==> src/rtl/quad_decoder_cfg.svh <==
// Register map, field positions, reset values and timing of the quadrature decoder
`ifndef QUAD_DECODER_CFG_SVH
`define QUAD_DECODER_CFG_SVH

// ----------------------------------------
// Register byte offsets
// ----------------------------------------
`define QD_ADDR_W        12
`define QD_OFS_START     12'h000
`define QD_OFS_STOP      12'h004
`define QD_OFS_CLR_BOTH  12'h008
`define QD_OFS_CLR_ACC   12'h00C
`define QD_OFS_CLR_DBL   12'h010
`define QD_OFS_ENABLE    12'h500
`define QD_OFS_POLARITY  12'h504
`define QD_OFS_PERIOD    12'h508
`define QD_OFS_SAMPLE    12'h50C
`define QD_OFS_ACC       12'h514
`define QD_OFS_ACC_SNAP  12'h518
`define QD_OFS_ILLUM_SEL 12'h51C
`define QD_OFS_LEAD      12'h540
`define QD_OFS_DBL       12'h544
`define QD_OFS_DBL_SNAP  12'h548
`define QD_OFS_STATUS    12'h600
`define QD_OFS_MASK      12'h604

// ----------------------------------------
// Event bits in status and mask
// ----------------------------------------
`define QD_EVT_W         4
`define QD_EVT_RDY       0
`define QD_EVT_STOPPED   1
`define QD_EVT_OVF       2
`define QD_EVT_DBL       3

// ----------------------------------------
// Reset values
// ----------------------------------------
`define QD_RST_PERIOD    16'h0080
`define QD_RST_LEAD      16'h0010
`define QD_RST_POLARITY  1'h1
`define QD_RST_ILLUM_SEL 1'h1

// ----------------------------------------
// Timing
// ----------------------------------------
`define QD_CLK_NS        5
`define QD_TICK_NS       1000
`define QD_TICK_CYC      ((`QD_TICK_NS + `QD_CLK_NS - 1) / `QD_CLK_NS)

`endif

==> src/rtl/quad_decoder_pkg.sv <==
// Types shared by the quadrature decoder modules
package quad_decoder_pkg;

    typedef enum logic [1:0] {
        MOV_NONE = 2'h0,
        MOV_FWD  = 2'h1,
        MOV_DBL  = 2'h2,
        MOV_REV  = 2'h3
    } motion_type;

    typedef enum logic [1:0] {
        ST_IDLE = 2'b01,
        ST_RUN  = 2'b10
    } run_type;

endpackage : quad_decoder_pkg

==> src/rtl/quad_link_if.sv <==
// Link between the decoder control logic and the phase sampler
`timescale 1ns/10ps
interface quad_link_if;
    import quad_decoder_pkg::*;

    logic       sample_stb;
    logic       restart;
    motion_type value;
    logic       value_stb;

    modport ctrl (output sample_stb, output restart, input value, input value_stb);
    modport samp (input sample_stb, input restart, output value, output value_stb);
endinterface : quad_link_if

==> src/rtl/quad_decoder.sv <==
// Quadrature decoder with periodic sampling, accumulators and illumination output
//
// The register addresses and the Avalon-MM interface to the registers were decided locally.
`timescale 1ns/10ps
`include "quad_decoder_cfg.svh"

// Overview of operation
// - While running, sample phases once per programmed sample period.
// - Sample continuously after start, comparing each pair with the previous pair.
// - Unchanged pair reports zero and leaves both accumulators alone.
// - Forward gray step reports one and increments the movement accumulator.
// - Reverse gray step reports minus one and decrements the movement accumulator.
// - Both phases changing reports two and bumps the double-transition counter only.
// - Illumination turns on lead time before sampling, off right after it.
// - Illumination active level follows the polarity setting.
// - Disconnected illumination selection leaves the illumination pin undriven.
// - Movement accumulator adds valid steps and ignores double transitions.
// - Each new sample value raises a sample-ready event.
module quad_decoder
    import quad_decoder_pkg::*;
#(
    parameter int ACC_W = 16,
    parameter int DBL_W = 8,
    parameter int PER_W = 16
) (
    // Clock and reset
    input  wire logic        SYS_CLK_I,
    input  wire logic        NRST_I,
    // Avalon-MM slave
    input  wire logic [11:0] AVS_ADDRESS_I,
    input  wire logic        AVS_READ_I,
    input  wire logic        AVS_WRITE_I,
    input  wire logic [31:0] AVS_WRITEDATA_I,
    input  wire logic [3:0]  AVS_BYTEENABLE_I,
    output      logic [31:0] AVS_READDATA_O,
    output      logic        AVS_WAITREQUEST_O,
    // Interrupt
    output      logic        IRQ_O,
    // Encoder pins
    input  wire logic        PHASE_A_I,
    input  wire logic        PHASE_B_I,
    output      logic        ILLUM_O,
    output      logic        ILLUM_OE_N_O
);

    localparam int TICK_CYC = `QD_TICK_CYC;

    quad_link_if link ();

    run_type                   state;
    logic                      enable;
    logic                      polarity;
    logic                      illum_sel;
    logic [PER_W-1:0]          period;
    logic [PER_W-1:0]          lead;
    logic [PER_W-1:0]          per_cnt;
    logic [7:0]                pre_cnt;
    motion_type                sample_val;
    logic signed [ACC_W-1:0]   acc;
    logic signed [ACC_W-1:0]   acc_snap;
    logic [DBL_W-1:0]          dbl;
    logic [DBL_W-1:0]          dbl_snap;
    logic [`QD_EVT_W-1:0]      evt;
    logic [`QD_EVT_W-1:0]      mask;
    logic [31:0]               rd_val;
    logic                      wr_go;
    logic                      illum_on;

    // ----------------------------------------
    // Helpers
    // ----------------------------------------
    function automatic logic wr_hit(input logic [11:0] ofs);
        return wr_go && (AVS_ADDRESS_I == ofs) && AVS_WRITEDATA_I[0] && AVS_BYTEENABLE_I[0];
    endfunction : wr_hit

    function automatic logic [PER_W-1:0] merge(input logic [PER_W-1:0] old, input logic [31:0] d);
        logic [PER_W-1:0] r;
        r = old;
        for (int i = 0; i < PER_W; i++) begin
            if (AVS_BYTEENABLE_I[i / 8])
                r[i] = d[i];
        end
        return r;
    endfunction : merge

    function automatic logic cfg_hit(input logic [11:0] ofs);
        return wr_go && (AVS_ADDRESS_I == ofs);
    endfunction : cfg_hit

    // ----------------------------------------
    // Bus handshake
    // ----------------------------------------
    // One wait cycle: the access completes at the second edge of the request
    assign wr_go = AVS_WRITE_I && !AVS_WAITREQUEST_O;

    always_ff @(posedge SYS_CLK_I or negedge NRST_I) begin
        if (!NRST_I) begin
            AVS_WAITREQUEST_O <= 1'b1;
            AVS_READDATA_O    <= 32'h0;
        end else begin
            AVS_WAITREQUEST_O <= 1'b1;
            if ((AVS_READ_I || AVS_WRITE_I) && AVS_WAITREQUEST_O)
                AVS_WAITREQUEST_O <= 1'b0;
            if (AVS_READ_I && AVS_WAITREQUEST_O)
                AVS_READDATA_O <= rd_val;
        end
    end

    always_comb begin
        rd_val = 32'h0;
        case (AVS_ADDRESS_I)
            `QD_OFS_ENABLE:    rd_val = {31'h0, enable};
            `QD_OFS_POLARITY:  rd_val = {31'h0, polarity};
            `QD_OFS_PERIOD:    rd_val = 32'(period);
            `QD_OFS_SAMPLE:    rd_val = (sample_val == MOV_REV) ? 32'hFFFFFFFF : {30'h0, sample_val};
            `QD_OFS_ACC:       rd_val = 32'(acc);
            `QD_OFS_ACC_SNAP:  rd_val = 32'(acc_snap);
            `QD_OFS_ILLUM_SEL: rd_val = {31'h0, illum_sel};
            `QD_OFS_LEAD:      rd_val = 32'(lead);
            `QD_OFS_DBL:       rd_val = 32'(dbl);
            `QD_OFS_DBL_SNAP:  rd_val = 32'(dbl_snap);
            `QD_OFS_STATUS:    rd_val = 32'(evt);
            `QD_OFS_MASK:      rd_val = 32'(mask);
            default:           rd_val = 32'h0;
        endcase
    end

    // ----------------------------------------
    // Configuration registers
    // ----------------------------------------
    // Period and lead are plain stores; changing them while running is undefined
    always_ff @(posedge SYS_CLK_I or negedge NRST_I) begin
        if (!NRST_I) begin
            enable    <= 1'b0;
            polarity  <= `QD_RST_POLARITY;
            illum_sel <= `QD_RST_ILLUM_SEL;
            period    <= PER_W'(`QD_RST_PERIOD);
            lead      <= PER_W'(`QD_RST_LEAD);
            mask      <= '0;
        end else begin
            if (cfg_hit(`QD_OFS_ENABLE) && AVS_BYTEENABLE_I[0])
                enable <= AVS_WRITEDATA_I[0];
            if (cfg_hit(`QD_OFS_POLARITY) && AVS_BYTEENABLE_I[0])
                polarity <= AVS_WRITEDATA_I[0];
            if (cfg_hit(`QD_OFS_ILLUM_SEL) && AVS_BYTEENABLE_I[0])
                illum_sel <= AVS_WRITEDATA_I[0];
            if (cfg_hit(`QD_OFS_PERIOD))
                period <= merge(period, AVS_WRITEDATA_I);
            if (cfg_hit(`QD_OFS_LEAD))
                lead <= merge(lead, AVS_WRITEDATA_I);
            if (cfg_hit(`QD_OFS_MASK) && AVS_BYTEENABLE_I[0])
                mask <= AVS_WRITEDATA_I[`QD_EVT_W-1:0];
        end
    end

    // ----------------------------------------
    // Run state
    // ----------------------------------------
    always_ff @(posedge SYS_CLK_I or negedge NRST_I) begin
        if (!NRST_I) begin
            state        <= ST_IDLE;
            link.restart <= 1'b0;
        end else begin
            link.restart <= 1'b0;
            case (state)
                ST_IDLE: begin
                    if (wr_hit(`QD_OFS_START) && enable) begin
                        state        <= ST_RUN;
                        link.restart <= 1'b1;
                    end
                end
                ST_RUN: begin
                    if (wr_hit(`QD_OFS_STOP) || !enable)
                        state <= ST_IDLE;
                end
                default: state <= ST_IDLE;
            endcase
        end
    end

    // ----------------------------------------
    // Sample timing
    // ----------------------------------------
    // Period and lead count in 1 us ticks; a zero period acts as one tick
    always_ff @(posedge SYS_CLK_I or negedge NRST_I) begin
        if (!NRST_I) begin
            pre_cnt         <= 8'h0;
            per_cnt         <= '0;
            link.sample_stb <= 1'b0;
        end else begin
            link.sample_stb <= 1'b0;
            if (state != ST_RUN || link.restart) begin
                pre_cnt <= 8'h0;
                per_cnt <= (period == '0) ? PER_W'(1) : period;
            end else if (pre_cnt == 8'(TICK_CYC - 1)) begin
                pre_cnt <= 8'h0;
                if (per_cnt <= PER_W'(1)) begin
                    per_cnt         <= (period == '0) ? PER_W'(1) : period;
                    link.sample_stb <= 1'b1;
                end else begin
                    per_cnt <= per_cnt - PER_W'(1);
                end
            end else begin
                pre_cnt <= pre_cnt + 8'h1;
            end
        end
    end

    // ----------------------------------------
    // Illumination output
    // ----------------------------------------
    // Lead not shorter than the period keeps the light on continuously
    always_comb begin
        illum_on = (state == ST_RUN) && !link.restart && (lead != '0) && (per_cnt <= lead);
        if (pre_cnt == 8'(TICK_CYC - 1) && per_cnt <= PER_W'(1) && lead < period)
            illum_on = 1'b0;
    end

    always_ff @(posedge SYS_CLK_I or negedge NRST_I) begin
        if (!NRST_I) begin
            ILLUM_O      <= 1'b0;
            ILLUM_OE_N_O <= 1'b1;
        end else begin
            ILLUM_O      <= polarity ? illum_on : !illum_on;
            ILLUM_OE_N_O <= !(enable && illum_sel);
        end
    end

    // ----------------------------------------
    // Sampler
    // ----------------------------------------
    phase_sampler u_sampler (
        .clk_i     (SYS_CLK_I),
        .nrst_i    (NRST_I),
        .phase_a_i (PHASE_A_I),
        .phase_b_i (PHASE_B_I),
        .link      (link.samp)
    );

    // ----------------------------------------
    // Accumulators
    // ----------------------------------------
    logic clr_acc;
    logic clr_dbl;
    logic acc_ovf;
    logic dbl_ovf;

    // Helpers read the bus themselves; a continuous assignment would never re-evaluate
    always_comb begin
        clr_acc = wr_hit(`QD_OFS_CLR_BOTH) || wr_hit(`QD_OFS_CLR_ACC);
        clr_dbl = wr_hit(`QD_OFS_CLR_BOTH) || wr_hit(`QD_OFS_CLR_DBL);
    end
    assign acc_ovf = link.value_stb &&
                     ((link.value == MOV_FWD && acc == {1'b0, {(ACC_W-1){1'b1}}}) ||
                      (link.value == MOV_REV && acc == {1'b1, {(ACC_W-1){1'b0}}}));
    assign dbl_ovf = link.value_stb && link.value == MOV_DBL && dbl == '1;

    // A step arriving with a clear is kept on top of the cleared value
    always_ff @(posedge SYS_CLK_I or negedge NRST_I) begin
        if (!NRST_I) begin
            acc        <= '0;
            acc_snap   <= '0;
            sample_val <= MOV_NONE;
        end else begin
            if (link.value_stb)
                sample_val <= link.value;
            if (clr_acc)
                acc_snap <= acc;
            if (link.value_stb && !acc_ovf && link.value == MOV_FWD)
                acc <= (clr_acc ? '0 : acc) + ACC_W'(1);
            else if (link.value_stb && !acc_ovf && link.value == MOV_REV)
                acc <= (clr_acc ? '0 : acc) - ACC_W'(1);
            else if (clr_acc)
                acc <= '0;
        end
    end

    always_ff @(posedge SYS_CLK_I or negedge NRST_I) begin
        if (!NRST_I) begin
            dbl      <= '0;
            dbl_snap <= '0;
        end else begin
            if (clr_dbl)
                dbl_snap <= dbl;
            if (link.value_stb && link.value == MOV_DBL && !dbl_ovf)
                dbl <= (clr_dbl ? '0 : dbl) + DBL_W'(1);
            else if (clr_dbl)
                dbl <= '0;
        end
    end

    // ----------------------------------------
    // Events and interrupt
    // ----------------------------------------
    logic [`QD_EVT_W-1:0] evt_set;
    logic [`QD_EVT_W-1:0] next_evt;

    always_comb begin
        evt_set                  = '0;
        evt_set[`QD_EVT_RDY]     = link.value_stb;
        evt_set[`QD_EVT_STOPPED] = (state == ST_RUN) && (wr_hit(`QD_OFS_STOP) || !enable);
        evt_set[`QD_EVT_OVF]     = acc_ovf || dbl_ovf;
        evt_set[`QD_EVT_DBL]     = link.value_stb && link.value == MOV_DBL;
        next_evt                 = evt;
        if (cfg_hit(`QD_OFS_STATUS) && AVS_BYTEENABLE_I[0])
            next_evt = evt & ~AVS_WRITEDATA_I[`QD_EVT_W-1:0];
        next_evt = next_evt | evt_set;
    end

    always_ff @(posedge SYS_CLK_I or negedge NRST_I) begin
        if (!NRST_I) begin
            evt   <= '0;
            IRQ_O <= 1'b0;
        end else begin
            evt   <= next_evt;
            IRQ_O <= |(next_evt & mask);
        end
    end

    // ----------------------------------------
    // Checks
    // ----------------------------------------
    AST_SAMPLE_WHILE_RUN: assert property (@(posedge SYS_CLK_I) disable iff (!NRST_I)
        link.sample_stb |-> $past(state) == ST_RUN && $past(pre_cnt) == 8'(TICK_CYC - 1))
        else $error("Sample taken outside running or off tick");

    AST_ACC_INC: assert property (@(posedge SYS_CLK_I) disable iff (!NRST_I)
        link.value_stb && link.value == MOV_FWD && !acc_ovf && !clr_acc |=> acc == $past(acc) + ACC_W'(1))
        else $error("Accumulator did not increment");

    AST_ACC_DEC: assert property (@(posedge SYS_CLK_I) disable iff (!NRST_I)
        link.value_stb && link.value == MOV_REV && !acc_ovf && !clr_acc |=> acc == $past(acc) - ACC_W'(1))
        else $error("Accumulator did not decrement");

    AST_ACC_HOLD: assert property (@(posedge SYS_CLK_I) disable iff (!NRST_I)
        link.value_stb && (link.value == MOV_NONE || link.value == MOV_DBL) && !clr_acc |=> $stable(acc))
        else $error("Accumulator changed without a valid step");

    AST_DBL_COUNT: assert property (@(posedge SYS_CLK_I) disable iff (!NRST_I)
        link.value_stb && link.value == MOV_DBL && !dbl_ovf && !clr_dbl |=> dbl == $past(dbl) + DBL_W'(1))
        else $error("Double transition not counted");

    AST_READY_EVENT: assert property (@(posedge SYS_CLK_I) disable iff (!NRST_I)
        link.value_stb |=> evt[`QD_EVT_RDY] && sample_val == $past(link.value))
        else $error("Sample ready event missing");

    AST_ILLUM_OFF: assert property (@(posedge SYS_CLK_I) disable iff (!NRST_I)
        link.sample_stb && lead < period |-> ILLUM_O == !polarity)
        else $error("Illumination still on after sample");

    AST_ILLUM_RELEASE: assert property (@(posedge SYS_CLK_I) disable iff (!NRST_I)
        !illum_sel |=> ILLUM_OE_N_O)
        else $error("Illumination driven while disconnected");

endmodule : quad_decoder

==> src/rtl/phase_sampler.sv <==
// Phase input synchroniser, sample capture and transition decoder
`timescale 1ns/10ps
module phase_sampler
    import quad_decoder_pkg::*;
(
    // Clock and reset
    input  wire logic clk_i,
    input  wire logic nrst_i,
    // Encoder phases
    input  wire logic phase_a_i,
    input  wire logic phase_b_i,
    // Control side
    quad_link_if.samp link
);

    logic [1:0] sync1;
    logic [1:0] sync2;
    logic [1:0] prev;
    logic       primed;

    // ----------------------------------------
    // Synchroniser
    // ----------------------------------------
    always_ff @(posedge clk_i or negedge nrst_i) begin
        if (!nrst_i) begin
            sync1 <= 2'h0;
            sync2 <= 2'h0;
        end else begin
            sync1 <= {phase_a_i, phase_b_i};
            sync2 <= sync1;
        end
    end

    // ----------------------------------------
    // Decode of pair against previous pair
    // ----------------------------------------
    function automatic motion_type decode(input logic [1:0] p, input logic [1:0] c);
        logic [1:0] fwd;
        fwd = 2'h0;
        case (p)
            2'b00: fwd = 2'b01;
            2'b01: fwd = 2'b11;
            2'b11: fwd = 2'b10;
            default: fwd = 2'b00;
        endcase
        if (p == c)
            return MOV_NONE;
        else if ((p ^ c) == 2'b11)
            return MOV_DBL;
        else if (c == fwd)
            return MOV_FWD;
        else
            return MOV_REV;
    endfunction : decode

    // First sample after start only primes the previous pair, avoiding a false step
    always_ff @(posedge clk_i or negedge nrst_i) begin
        if (!nrst_i) begin
            prev           <= 2'h0;
            primed         <= 1'b0;
            link.value     <= MOV_NONE;
            link.value_stb <= 1'b0;
        end else begin
            link.value_stb <= 1'b0;
            if (link.restart) begin
                prev   <= 2'h0;
                primed <= 1'b0;
            end else if (link.sample_stb) begin
                prev           <= sync2;
                primed         <= 1'b1;
                link.value_stb <= 1'b1;
                link.value     <= primed ? decode(prev, sync2) : MOV_NONE;
            end
        end
    end

    AST_DBL_DECODE: assert property (@(posedge clk_i) disable iff (!nrst_i)
        link.sample_stb && primed && !link.restart && ((prev ^ sync2) == 2'b11) |=> link.value == MOV_DBL)
        else $error("Double transition not decoded");

    AST_STILL_DECODE: assert property (@(posedge clk_i) disable iff (!nrst_i)
        link.sample_stb && !link.restart && prev == sync2 |=> link.value_stb && link.value == MOV_NONE)
        else $error("Unchanged pair not reported as zero");

endmodule : phase_sampler

==> config.mk <==
export PLATFORM = sky130hd
export DESIGN_NAME = quad_decoder
export DESIGN_NICKNAME = d
export VERILOG_FILES = /design/src/rtl/quad_decoder_pkg.sv /design/src/rtl/quad_link_if.sv /design/src/rtl/quad_decoder.sv /design/src/rtl/phase_sampler.sv
export VERILOG_INCLUDE_DIRS = /design/src /design/src/rtl
export SDC_FILE = /design/constraint.sdc
export NUM_CORES = 1
export LEC_CHECK = 0
export BUFFER_PORTS_ARGS = -buffer_cell sky130_fd_sc_hd__buf_4
export CORE_ASPECT_RATIO = 0.75
export CORE_MARGIN = 3
export CORE_UTILIZATION = 30
export CTS_CLUSTER_DIAMETER = 150
export DETAILED_ROUTE_END_ITERATION = 10
export PLACE_DENSITY_LB_ADDON = 0.2
export SKIP_CTS_REPAIR_TIMING = 1
export SYNTH_ARGS = -nofsm -noshare
export SYNTH_HDL_FRONTEND = slang
export SYNTH_SLANG_ARGS = --single-unit
==> constraint.sdc <==
create_clock -name SYS_CLK_I -period 7.7 [get_ports SYS_CLK_I]
set_clock_uncertainty 0.05 [all_clocks]
set_input_delay 0.385 -clock SYS_CLK_I [delete_from_list [all_inputs] [get_ports SYS_CLK_I]]
set_output_delay 0.385 -clock SYS_CLK_I [all_outputs]
set_load 0.01 [all_outputs]
==> results of run 1 <==
registers in the layout, indices dropped and copies added, names as in the netlist, 2 cells and up:
signal,flops
AVS_READDATA_O,17
acc,16
acc_snap,16
lead,16
per_cnt,16
period,16
dbl,8
dbl_snap,8
pre_cnt,8
evt,4
mask,4
sample_val,2
state,2
u_sampler.link.value,2
u_sampler.prev,2
u_sampler.sync1,2
u_sampler.sync2,2
worst paths after layout:
path                       cells after the start               start  slack (ns)            endpoint
max in group asynchronous                      2              NRST_I        6.21          pre_cnt[6]
min                                            1              NRST_I       -0.04        acc_snap[11]
max                                           12   AVS_WAITREQUEST_O        4.63              acc[8]
max reg2reg                                   12   AVS_WAITREQUEST_O        4.63              acc[8]
min in group SYS_CLK_I                         2          AVS_READ_I        0.09   AVS_WAITREQUEST_O
min reg2reg                                    0  u_sampler.sync1[1]        0.30  u_sampler.sync2[1]
routing by layer:
metal | GRT usage [%] | vias up
met5 | 0 | -
met4 | 4.03 | 0
met3 | 3.00 | 20
met2 | 22.9 | 207
met1 | 27.8 | 3567
li1 | - | 3499
critical path, cell delays in order, from the launching register on:
cell       delay [ns]
dfstp_2          0.64
and3b_1          0.35
nand4_4          0.20
or2_1            0.20
nand2_1          0.12
inv_1            0.08
ha_1             0.15
and3_1           0.16
o2111ai_1        0.20
a21oi_1          0.27
o21ai_2          0.12
or3_1            0.35
o211ai_1         0.09
synth_stat cells, types with 4 or more instances:
library cell and number:
buf_4 18, ha_1 39, a221oi_1 10, nor2_1 70
a221o_1 8, nand4_1 16, a21o_1 10, and3_1 10
dfrtp_1 145, o21ai_0 69, and4_1 4, a211oi_1 5
nor4_1 18, nor3_1 18, or3_1 8, o211ai_1 8
o21ai_1 5, clkbuf_1 17, buf_2 18, a2111oi_0 6
nand2b_1 4, mux2_2 43, inv_1 45, xnor2_1 9
nand2_1 125, xor2_1 14, nand3_1 30, o21a_1 6
and2_1 4, nor2b_1 8, o221ai_1 4, a22oi_1 15
dfstp_2 7, nor3_2 4, a21oi_1 37, mux2i_1 11
kinds of logic after synthesis:
logic type	Yosys count	share of synthesized area [%]
compound gates	219	16.4
xor+xnor	23	2.25
fa+ha+maj	39	5.44
buf+inv	102	5.44
flops	152	42.5
mux	54	6.62
simple gates	357	21.4
layout make-up:
cell class / instances / area, µm²
multi-input combinational: 692 / 4670
tap: 392 / 490
inverter: 45 / 169
clock buffer: 17 / 425
fill: 3052 / 18900
clock inverter: 15 / 153
timing repair buffer: 78 / 594
sequential: 152 / 3810
report_power, final:
| part | internal, W | switching [W] | total, W |
|---|---|---|---|
| clock network | 0.000457 | 0.000384 | 0.000841 |
| logic | 0.0000204 | 0.0000435 | 0.0000639 |
| registers | 0.000801 | 0.00000333 | 0.000804 |
metrics by stage:
stage	setup WS (ns)	hold WS (ns)
floorplan	4.95	0.0394
global placement	4.59	0.284
detailed placement	4.54	0.292
CTS	4.69	-0.0267
global route	4.40	0.0380
finish	4.63	-0.0399
==> results.yml, run 1 <==
status:
  status: "complete, but fails checks"
  violations: "negative hold slack"
clocking:
  clk_pin_slew_ns: 0.08
  cts_made_buffers: 17
  htreeDepth: 4
  cts_tree: "built"
  clock-sinks: 152
  root_buffer: "clkbuf_16"
  cts.path.max_buffers: 2
  clock_latency_ns: 0.45
worst_setup_path:
  crit_fanout: 8
  cp.required_ns: 8.01
  start_kind: "flop"
  cp-end-kind: "flop"
  worstPathArrival_ns: 3.38
  path_class: "flop to flop"
logic_synthesis:
  synthesis.area_um2: 8970
  yosys.area.top_type: "dfrtp_1"
  seq_area_frac_synth_pct: 42.5
  synth_edf_count: 0
  yosys-top-cells-area: "dfrtp_1 40%, ha_1 5.4%, mux2_2 5.4%, nand2_1 5.2%, o21ai_0 3.8%"
  syn_inst: 946
  syn_nets: 1039
  yosys_warnings: 0
  avgSynthCellArea_um2: 9.48
  ys_types: 87
  synthFlopType: "dfrtp_1"
  async_flop_share_pct: 100
  ys_ff_latch: 152
  yosysTopAreaCellShare_pct: 40.4
timing:
  tns_ns: 0
  min_period_ns: 3.07
  worst_pin_slew_ns: 1.03
  fmax_mhz: 325
  finalSetupViolations: 0
  hold_violations: 26
  rsz0062_at_grt: "no"
  hold_slack_ns: -0.0399
  slew_headroom_pct: 30.8
  timing.final.max_slew_violations: 0
  period_share_pct: 39.9
global_route:
  grt_max_degree: 88
  overflow: 0
  grt_use_total_pct: 17.1
  grt_pass1_vias: 6947
  grt_pass1_wl_mm: 42.0
  antenna_found_initial: 0
route:
  drt-total-wl_mm: 26.6
  drc_errors: 0
  drtPass1Iterations: 5
  dr.first_iter.drc_count: 549
  vias_per_cell: 5.24
  vias: 7293
  ant_nets: 0
  wl_met1_mm: 14.4
  route.met2.wl_mm: 10.7
  wl_met3_mm: 1.24
  drt-wirelength-per-cell_um: 19.1
  highest-signal-layer: "met4"
place:
  place_area_um2: 9720
  place_inst: 1357
  routabilityCongestion: 0.804
  io_buffers: 71
  hpwl_mm: 19.5
cells_and_area:
  diodes: 0
  syn_to_final_growth_pct: 15.0
  final_common_cell: "dfrtp_1"
  fin_cells: 1391
  nets: 1079
  stdcell_area_um2: 10300
  final_core_utilization_pct: 35.3
  drive_gt1_share_pct: 19.8
  final_cell_mix: "145 x dfrtp_1, 125 x nand2_1, 75 x buf_4"
pwr:
  power.leakage_nw: 4.66
  p_per_area_nw_per_um2: 166
  power_w: 0.00171
  peakVddDrop_uv: 145
floorplan:
  io_pins: 90
  rows: 54
  die_y_um: 156
  start_util_pct: 30.7
  coreArea_um2: 29300
  die_area_um2: 32000
  die_width_um: 206
worst_hold_path:
  hold_path_class: "primary input to async pin"
job:
  maxCapViolations: 0
No activity file was read; power rests on OpenSTA's default activity.
==> inputs of run 2 (changes only) <==
==> constraint.sdc (replaced) <==
create_clock -name SYS_CLK_I -period 2.86 [get_ports SYS_CLK_I]
set_clock_uncertainty 0.05 [all_clocks]
set_input_delay 0.143 -clock SYS_CLK_I [delete_from_list [all_inputs] [get_ports SYS_CLK_I]]
set_output_delay 0.143 -clock SYS_CLK_I [all_outputs]
set_load 0.01 [all_outputs]
==> results.yml, run 2 (synthesized netlist as in run 1, its figures left out) <==
status:
  status: "finished clean"
worst_setup_path:
  regToRegSetupSlack_ns: 0.20
  cp_slowest_stage_delay_ns: 0.53
  critPathSlowestCell: "dfstp_2"
  crit_fanout: 4
  start_kind: "flop"
  crit_buf_inv: 1
  path_class: "flop to flop"
  crit_chain: "and3b_1 > nand4_4 > or2_1 > nand2_1 > inv_1 > ha_1 > nand2_1 > a211oi_2 > and4_1 > o21ai_0 > o211ai_1 > nand2_1"
  rr_worst_depth: 12
  regToRegStartpoint: "AVS_WAITREQUEST_O"
  path_depth: 12
  crit_start: "AVS_WAITREQUEST_O"
  cp-end-kind: "flop"
  crit_family: "simple AND/OR/NAND/NOR gates"
  crit_path_frequent_cell: "nand2_1"
  worstPathArrival_ns: 2.93
  cp.required_ns: 3.13
timing:
  min_period_ns: 2.66
  period_share_pct: 92.9
  hold_slack_ns: 0.180
  rsz0062_at_grt: "no"
  slew_headroom_pct: 43.6
  timing.final.max_slew_violations: 0
  finalSetupViolations: 0
  worst_pin_slew_ns: 0.843
  fmax_mhz: 376
  setup_ws_ns: 0.202
  hold_violations: 0
  tns_ns: 0
pwr:
  p_per_area_nw_per_um2: 437
  peakVddDrop_uv: 412
  power.leakage_nw: 4.98
cells_and_area:
  nets: 1140
  final_cell_mix: "145 x dfrtp_1, 125 x nand2_1, 114 x buf_4"
  drive_gt1_share_pct: 22.6
  top_register: "AVS_READDATA_O"
  syn_to_final_growth_pct: 21.3
  fin_cells: 1453
  final_common_cell: "dfrtp_1"
  stdcell_area_um2: 10900
  largest_reg_flops: 17
place:
  pre_cts_slack_ns: 0.149
  place_inst: 1398
  place_area_um2: 10000
  io_buffers: 71
  hpwl_mm: 20.7
  routabilityCongestion: 0.853
clocking:
  cts.path.max_buffers: 2
  clk_pin_slew_ns: 0.07
  htreeDepth: 4
  clock_latency_ns: 0.44
  root_buffer: "clkbuf_16"
  clock-sinks: 152
  cts_tree: "built"
  cts_made_buffers: 17
floorplan:
  die_y_um: 156
  die_area_um2: 32000
  die_width_um: 206
  start_util_pct: 30.7
  rows: 54
  coreArea_um2: 29300
  io_pins: 90
global_route:
  grt_max_degree: 67
  grt_pass1_wl_mm: 43.2
  grt_use_total_pct: 17.6
  antenna_found_initial: 0
  overflow: 0
  grt_pass1_vias: 7255
worst_hold_path:
  hold_start: "AVS_BYTEENABLE_I[1]"
  hold_path_class: "primary input to flop"
  hold_depth: 3
route:
  ant_nets: 0
  vias: 7549
  drtPass1Iterations: 5
  dr.first_iter.drc_count: 597
  drc_errors: 0
  vias_per_cell: 5.20
  drt-wirelength-per-cell_um: 19.0
  drt-total-wl_mm: 27.6
job:
  maxCapViolations: 0
## run 2: cell count changes in the layout (fill, tap and decap cells not counted), moves of 2 or more
cell           change
buf_4             +39
dlygate4sd3_1     +20
buf_12             +2
inv_6              -2
## run 2: area by class of cell
cell class | instances | area, µm²
inverters | 45 | 169
clock buffers | 17 | 425
repair buffers | 139 | 1130
flip-flops and latches | 152 | 3810
clock inverters | 15 | 180
diodes | 1 | 2.50
well taps | 392 | 490
fillers | 2924 | 18400
multi-input cells | 692 | 4680
## run 2: through the flow
| stage | utilization [%] | total power, W |
|---|---|---|
| final | 37.2 | 0.00476 |
| after global routing | 37.2 | 0.00493 |
| after CTS | 36.4 | 0.00479 |
| after detailed placement | 34.4 | 0.00240 |
| after global placement | 34.4 | 0.00240 |
| after floorplan | - | 0.00226 |
## run 2: where the power goes
part,internal (W),leakage (nW),switching [W]
Sequential,0.00216,1.98,0.00000471
Clock,0.00132,0.289,0.00106
Combinational,0.0000850,2.71,0.000131
Total,0.00356,4.98,0.00119
## run 2: worst min-delay path, cell delays in order
cell and delay, ns:
buf_4 0.13, nand4b_4 0.18, mux2_2 0.18
## run 2: layer usage
metal,share of wire (%),vias up,wire length (µm),GRT usage (%)
met4,1.1,0,292,3.58
li1,-,3630,-,-
met3,4.9,20,1360,3.52
met1,54,3687,14900,28.4
met5,0,-,0,0
met2,40,212,11100,23.8
## run 2: worst paths after layout
path	endpoint
worst max-delay path	acc[12]
min in group asynchronous	acc[11]
worst min-delay path	lead[15]
worst max register to register	acc[12]
worst min register to register	u_sampler.sync2[0]
max in group asynchronous	lead[4]
==> inputs of run 3 (changes only) <==
--- a/config.mk
+++ b/config.mk
@@ -6,14 +6,15 @@
 export SDC_FILE = /design/constraint.sdc
 export NUM_CORES = 1
 export LEC_CHECK = 0
+export ABC_AREA = 1
 export BUFFER_PORTS_ARGS = -buffer_cell sky130_fd_sc_hd__buf_4
 export CORE_ASPECT_RATIO = 0.75
 export CORE_MARGIN = 3
 export CORE_UTILIZATION = 30
 export CTS_CLUSTER_DIAMETER = 150
 export DETAILED_ROUTE_END_ITERATION = 10
-export PLACE_DENSITY_LB_ADDON = 0.2
 export SKIP_CTS_REPAIR_TIMING = 1
+export SLEW_MARGIN = 0
 export SYNTH_ARGS = -nofsm -noshare
 export SYNTH_HDL_FRONTEND = slang
 export SYNTH_SLANG_ARGS = --single-unit
==> results.yml, run 3 <==
cells_and_area:
  drive_gt1_share_pct: 11.0
  syn_to_final_growth_pct: 18.2
  diodes: 0
  nets: 1385
  stdcell_area_um2: 10700
  final_cell_mix: "293 x nand2_1, 169 x inv_1, 151 x o21ai_0"
  largest_reg_flops: 17
  top_register: "AVS_READDATA_O"
  final_common_cell: "nand2_1"
place:
  hpwl_mm: 19.6
  io_buffers: 71
  place_area_um2: 9960
  routabilityCongestion: 0.882
  pre_cts_slack_ns: 0.353
logic_synthesis:
  ys_types: 46
  seq_area_frac_synth_pct: 42.1
  yosys-top-cells-area: "dfrtp_1 40%, nand2_1 12%, o21ai_0 8.3%, inv_1 7.0%, ha_1 5.4%"
  syn_nets: 1307
  syn_inst: 1214
  yosys.area.top_type: "dfrtp_1"
  yosys_warnings: 0
  ys_top_cells_by_count: "293 x nand2_1, 169 x inv_1, 151 x o21ai_0"
  synthesis.area_um2: 9050
  async_flop_share_pct: 100
  synth_most_common_cell: "nand2_1"
  avgSynthCellArea_um2: 7.46
  synth_edf_count: 0
  ys_ff_latch: 152
  synthFlopType: "dfrtp_1"
  yosysTopAreaCellShare_pct: 40.1
worst_setup_path:
  crit_fanout: 5
  regToRegStartpoint: "AVS_WAITREQUEST_O"
  worstPathArrival_ns: 2.80
  start_kind: "flop"
  critPathSlowestCell: "dfstp_2"
  crit_path_frequent_cell: "nand2_1"
  path_class: "flop to flop"
  rr_worst_depth: 15
  crit_family: "simple AND/OR/NAND/NOR gates"
  cp-end-kind: "flop"
  path_depth: 15
  regToRegSetupSlack_ns: 0.34
  reg2reg_to: "acc[12]"
  cp.required_ns: 3.14
  cp_slowest_stage_delay_ns: 0.57
  crit_buf_inv: 1
  crit_chain: "nor2_2 > nand2_2 > nor2_4 > nand2_4 > inv_1 > nor2_1 > ha_1 > nand2_1 > nand3b_1 > o21ai_1 > nand3b_1 > nor2_1 > nand2_1 > nand2_1 > nand2_1"
clocking:
  clk_pin_slew_ns: 0.06
  clock_latency_ns: 0.43
  htreeDepth: 4
  cts.path.max_buffers: 2
  cts_tree: "built"
  cts_made_buffers: 17
  root_buffer: "clkbuf_16"
  clock-sinks: 152
global_route:
  grt_pass1_vias: 7625
  antenna_found_initial: 0
  overflow: 0
  grt_max_degree: 80
  grt_use_total_pct: 16.4
  grt_pass1_wl_mm: 41.6
route:
  vias_per_cell: 4.92
  drtPass1Iterations: 5
  dr.first_iter.drc_count: 783
  drt-total-wl_mm: 25.6
  drt-wirelength-per-cell_um: 15.1
  ant_nets: 0
  drc_errors: 0
  vias: 8352
pwr:
  power_w: 0.00458
  combPwrFrac_pct: 4.2
  power.leakage_nw: 5.38
  p_int_w: 0.00354
  p_per_area_nw_per_um2: 428
  peakVddDrop_uv: 329
  switchingPower_w: 0.00104
  netSwitchingFraction_pct: 22.8
  p_seq_share_pct: 47.3
  clockPowerShare_pct: 48.5
job:
  maxCapViolations: 0
worst_hold_path:
  hold_path_class: "primary input to flop"
  hold_start: "AVS_WRITEDATA_I[13]"
  hold_depth: 3
  hold_end: "lead[13]"
timing:
  finalSetupViolations: 0
  hold_slack_ns: -0.0258
  timing.final.max_slew_violations: 0
  rsz0062_at_grt: "no"
  tns_ns: 0
  fmax_mhz: 397
  period_share_pct: 88.0
  min_period_ns: 2.52
  worst_pin_slew_ns: 0.786
  slew_headroom_pct: 47.6
  setup_ws_ns: 0.342
  hold_violations: 2
floorplan:
  start_util_pct: 30.8
  rows: 54
  die_width_um: 207
  die_y_um: 156
  die_area_um2: 32300
  io_pins: 90
  coreArea_um2: 29400
status:
  violations: "negative hold slack"
  status: "complete, but fails checks"
## run 3: changes by cell type in the layout (fill, tap and decap cells not counted), moves of 9 or more
| cell | previous run | this run |
|---|---|---|
| a221oi_1 | 10 | 0 |
| nand3_1 | 30 | 79 |
| mux2_2 | 43 | 0 |
| o21ai_0 | 69 | 151 |
| mux2i_1 | 11 | 0 |
| a22oi_1 | 15 | 2 |
| nor2_1 | 70 | 92 |
| nand2_1 | 125 | 293 |
| buf_4 | 114 | 85 |
| nor3_1 | 18 | 27 |
| inv_1 | 45 | 169 |
| o22ai_1 | 2 | 12 |
| nor4_1 | 18 | 8 |
## run 3: metal layers
metal	track usage, %	vias to the layer above	wire length, µm
met5	0	-	0
met4	4.01	0	327
met3	3.97	19	1730
met2	21.7	239	10000
met1	26.1	3941	13600
li1	-	4153	-
## run 3: through the flow
stage	util [%]	cells
6_report	36.4	1697
5_1_grt	36.4	1697
4_1_cts	35.8	1680
3_5_place_dp	33.9	1648
3_3_place_gp	33.9	1648
2_1_floorplan	-	1214
## run 3: final cells by class
class	count	area, µm²
Clock buffer	21	450
Clock inverter	11	123
Fill cell	3075	18700
Inverter	170	638
Multi-Input combinational cell	847	4350
Sequential cell	152	3810
Tap cell	392	490
Timing Repair Buffer	104	840
## run 3: power by group through the flow
stage               clock (W)  sequential, W  combinational, W
floorplan                   0        0.00220         0.0000539
global placement            0        0.00220          0.000175
detailed placement          0        0.00220          0.000178
CTS                   0.00229        0.00216          0.000178
global route          0.00239        0.00216          0.000220
finish                0.00222        0.00217          0.000194
## run 3: worst register-to-register path, cell delays in order (launching register included)
cell and delay (ns):
dfstp_2 0.57, nor2_2 0.09, nand2_2 0.13, nor2_4 0.07, nand2_4 0.10, inv_1 0.06, nor2_1 0.17, ha_1 0.20
nand2_1 0.06, nand3b_1 0.18, o21ai_1 0.29, nand3b_1 0.15, nor2_1 0.14, nand2_1 0.06, nand2_1 0.06, nand2_1 0.04
## run 3: worst max-delay path by stage
| stage | startpoint | endpoint | slack, ns |
|---|---|---|---|
| 5_1_grt | AVS_WAITREQUEST_O | acc[10] | 0.06 |
| 2_1_floorplan | AVS_WAITREQUEST_O | acc[12] | 0.67 |
| 3_5_place_dp | AVS_WAITREQUEST_O | acc[12] | 0.35 |
| 4_1_cts | AVS_WAITREQUEST_O | acc[12] | 0.35 |
| 3_3_place_gp | AVS_WAITREQUEST_O | acc[12] | 0.36 |
| 6_report | AVS_WAITREQUEST_O | acc[12] | 0.34 |
## run 3: cells by family (layout without fill, tap and decap cells)
| family | after synthesis | after routing | synth area share [%] |
|---|---|---|---|
| and+or+nand+nor | 546 | 546 | 26.1 |
| AOI/OAI and AO/OA | 242 | 242 | 14.6 |
| buffers and inverters | 215 | 306 | 9.83 |
| DFF | 152 | 152 | 42.1 |
| adders and majority gates | 39 | 39 | 5.39 |
| xor gates and xnor gates | 20 | 20 | 1.94 |
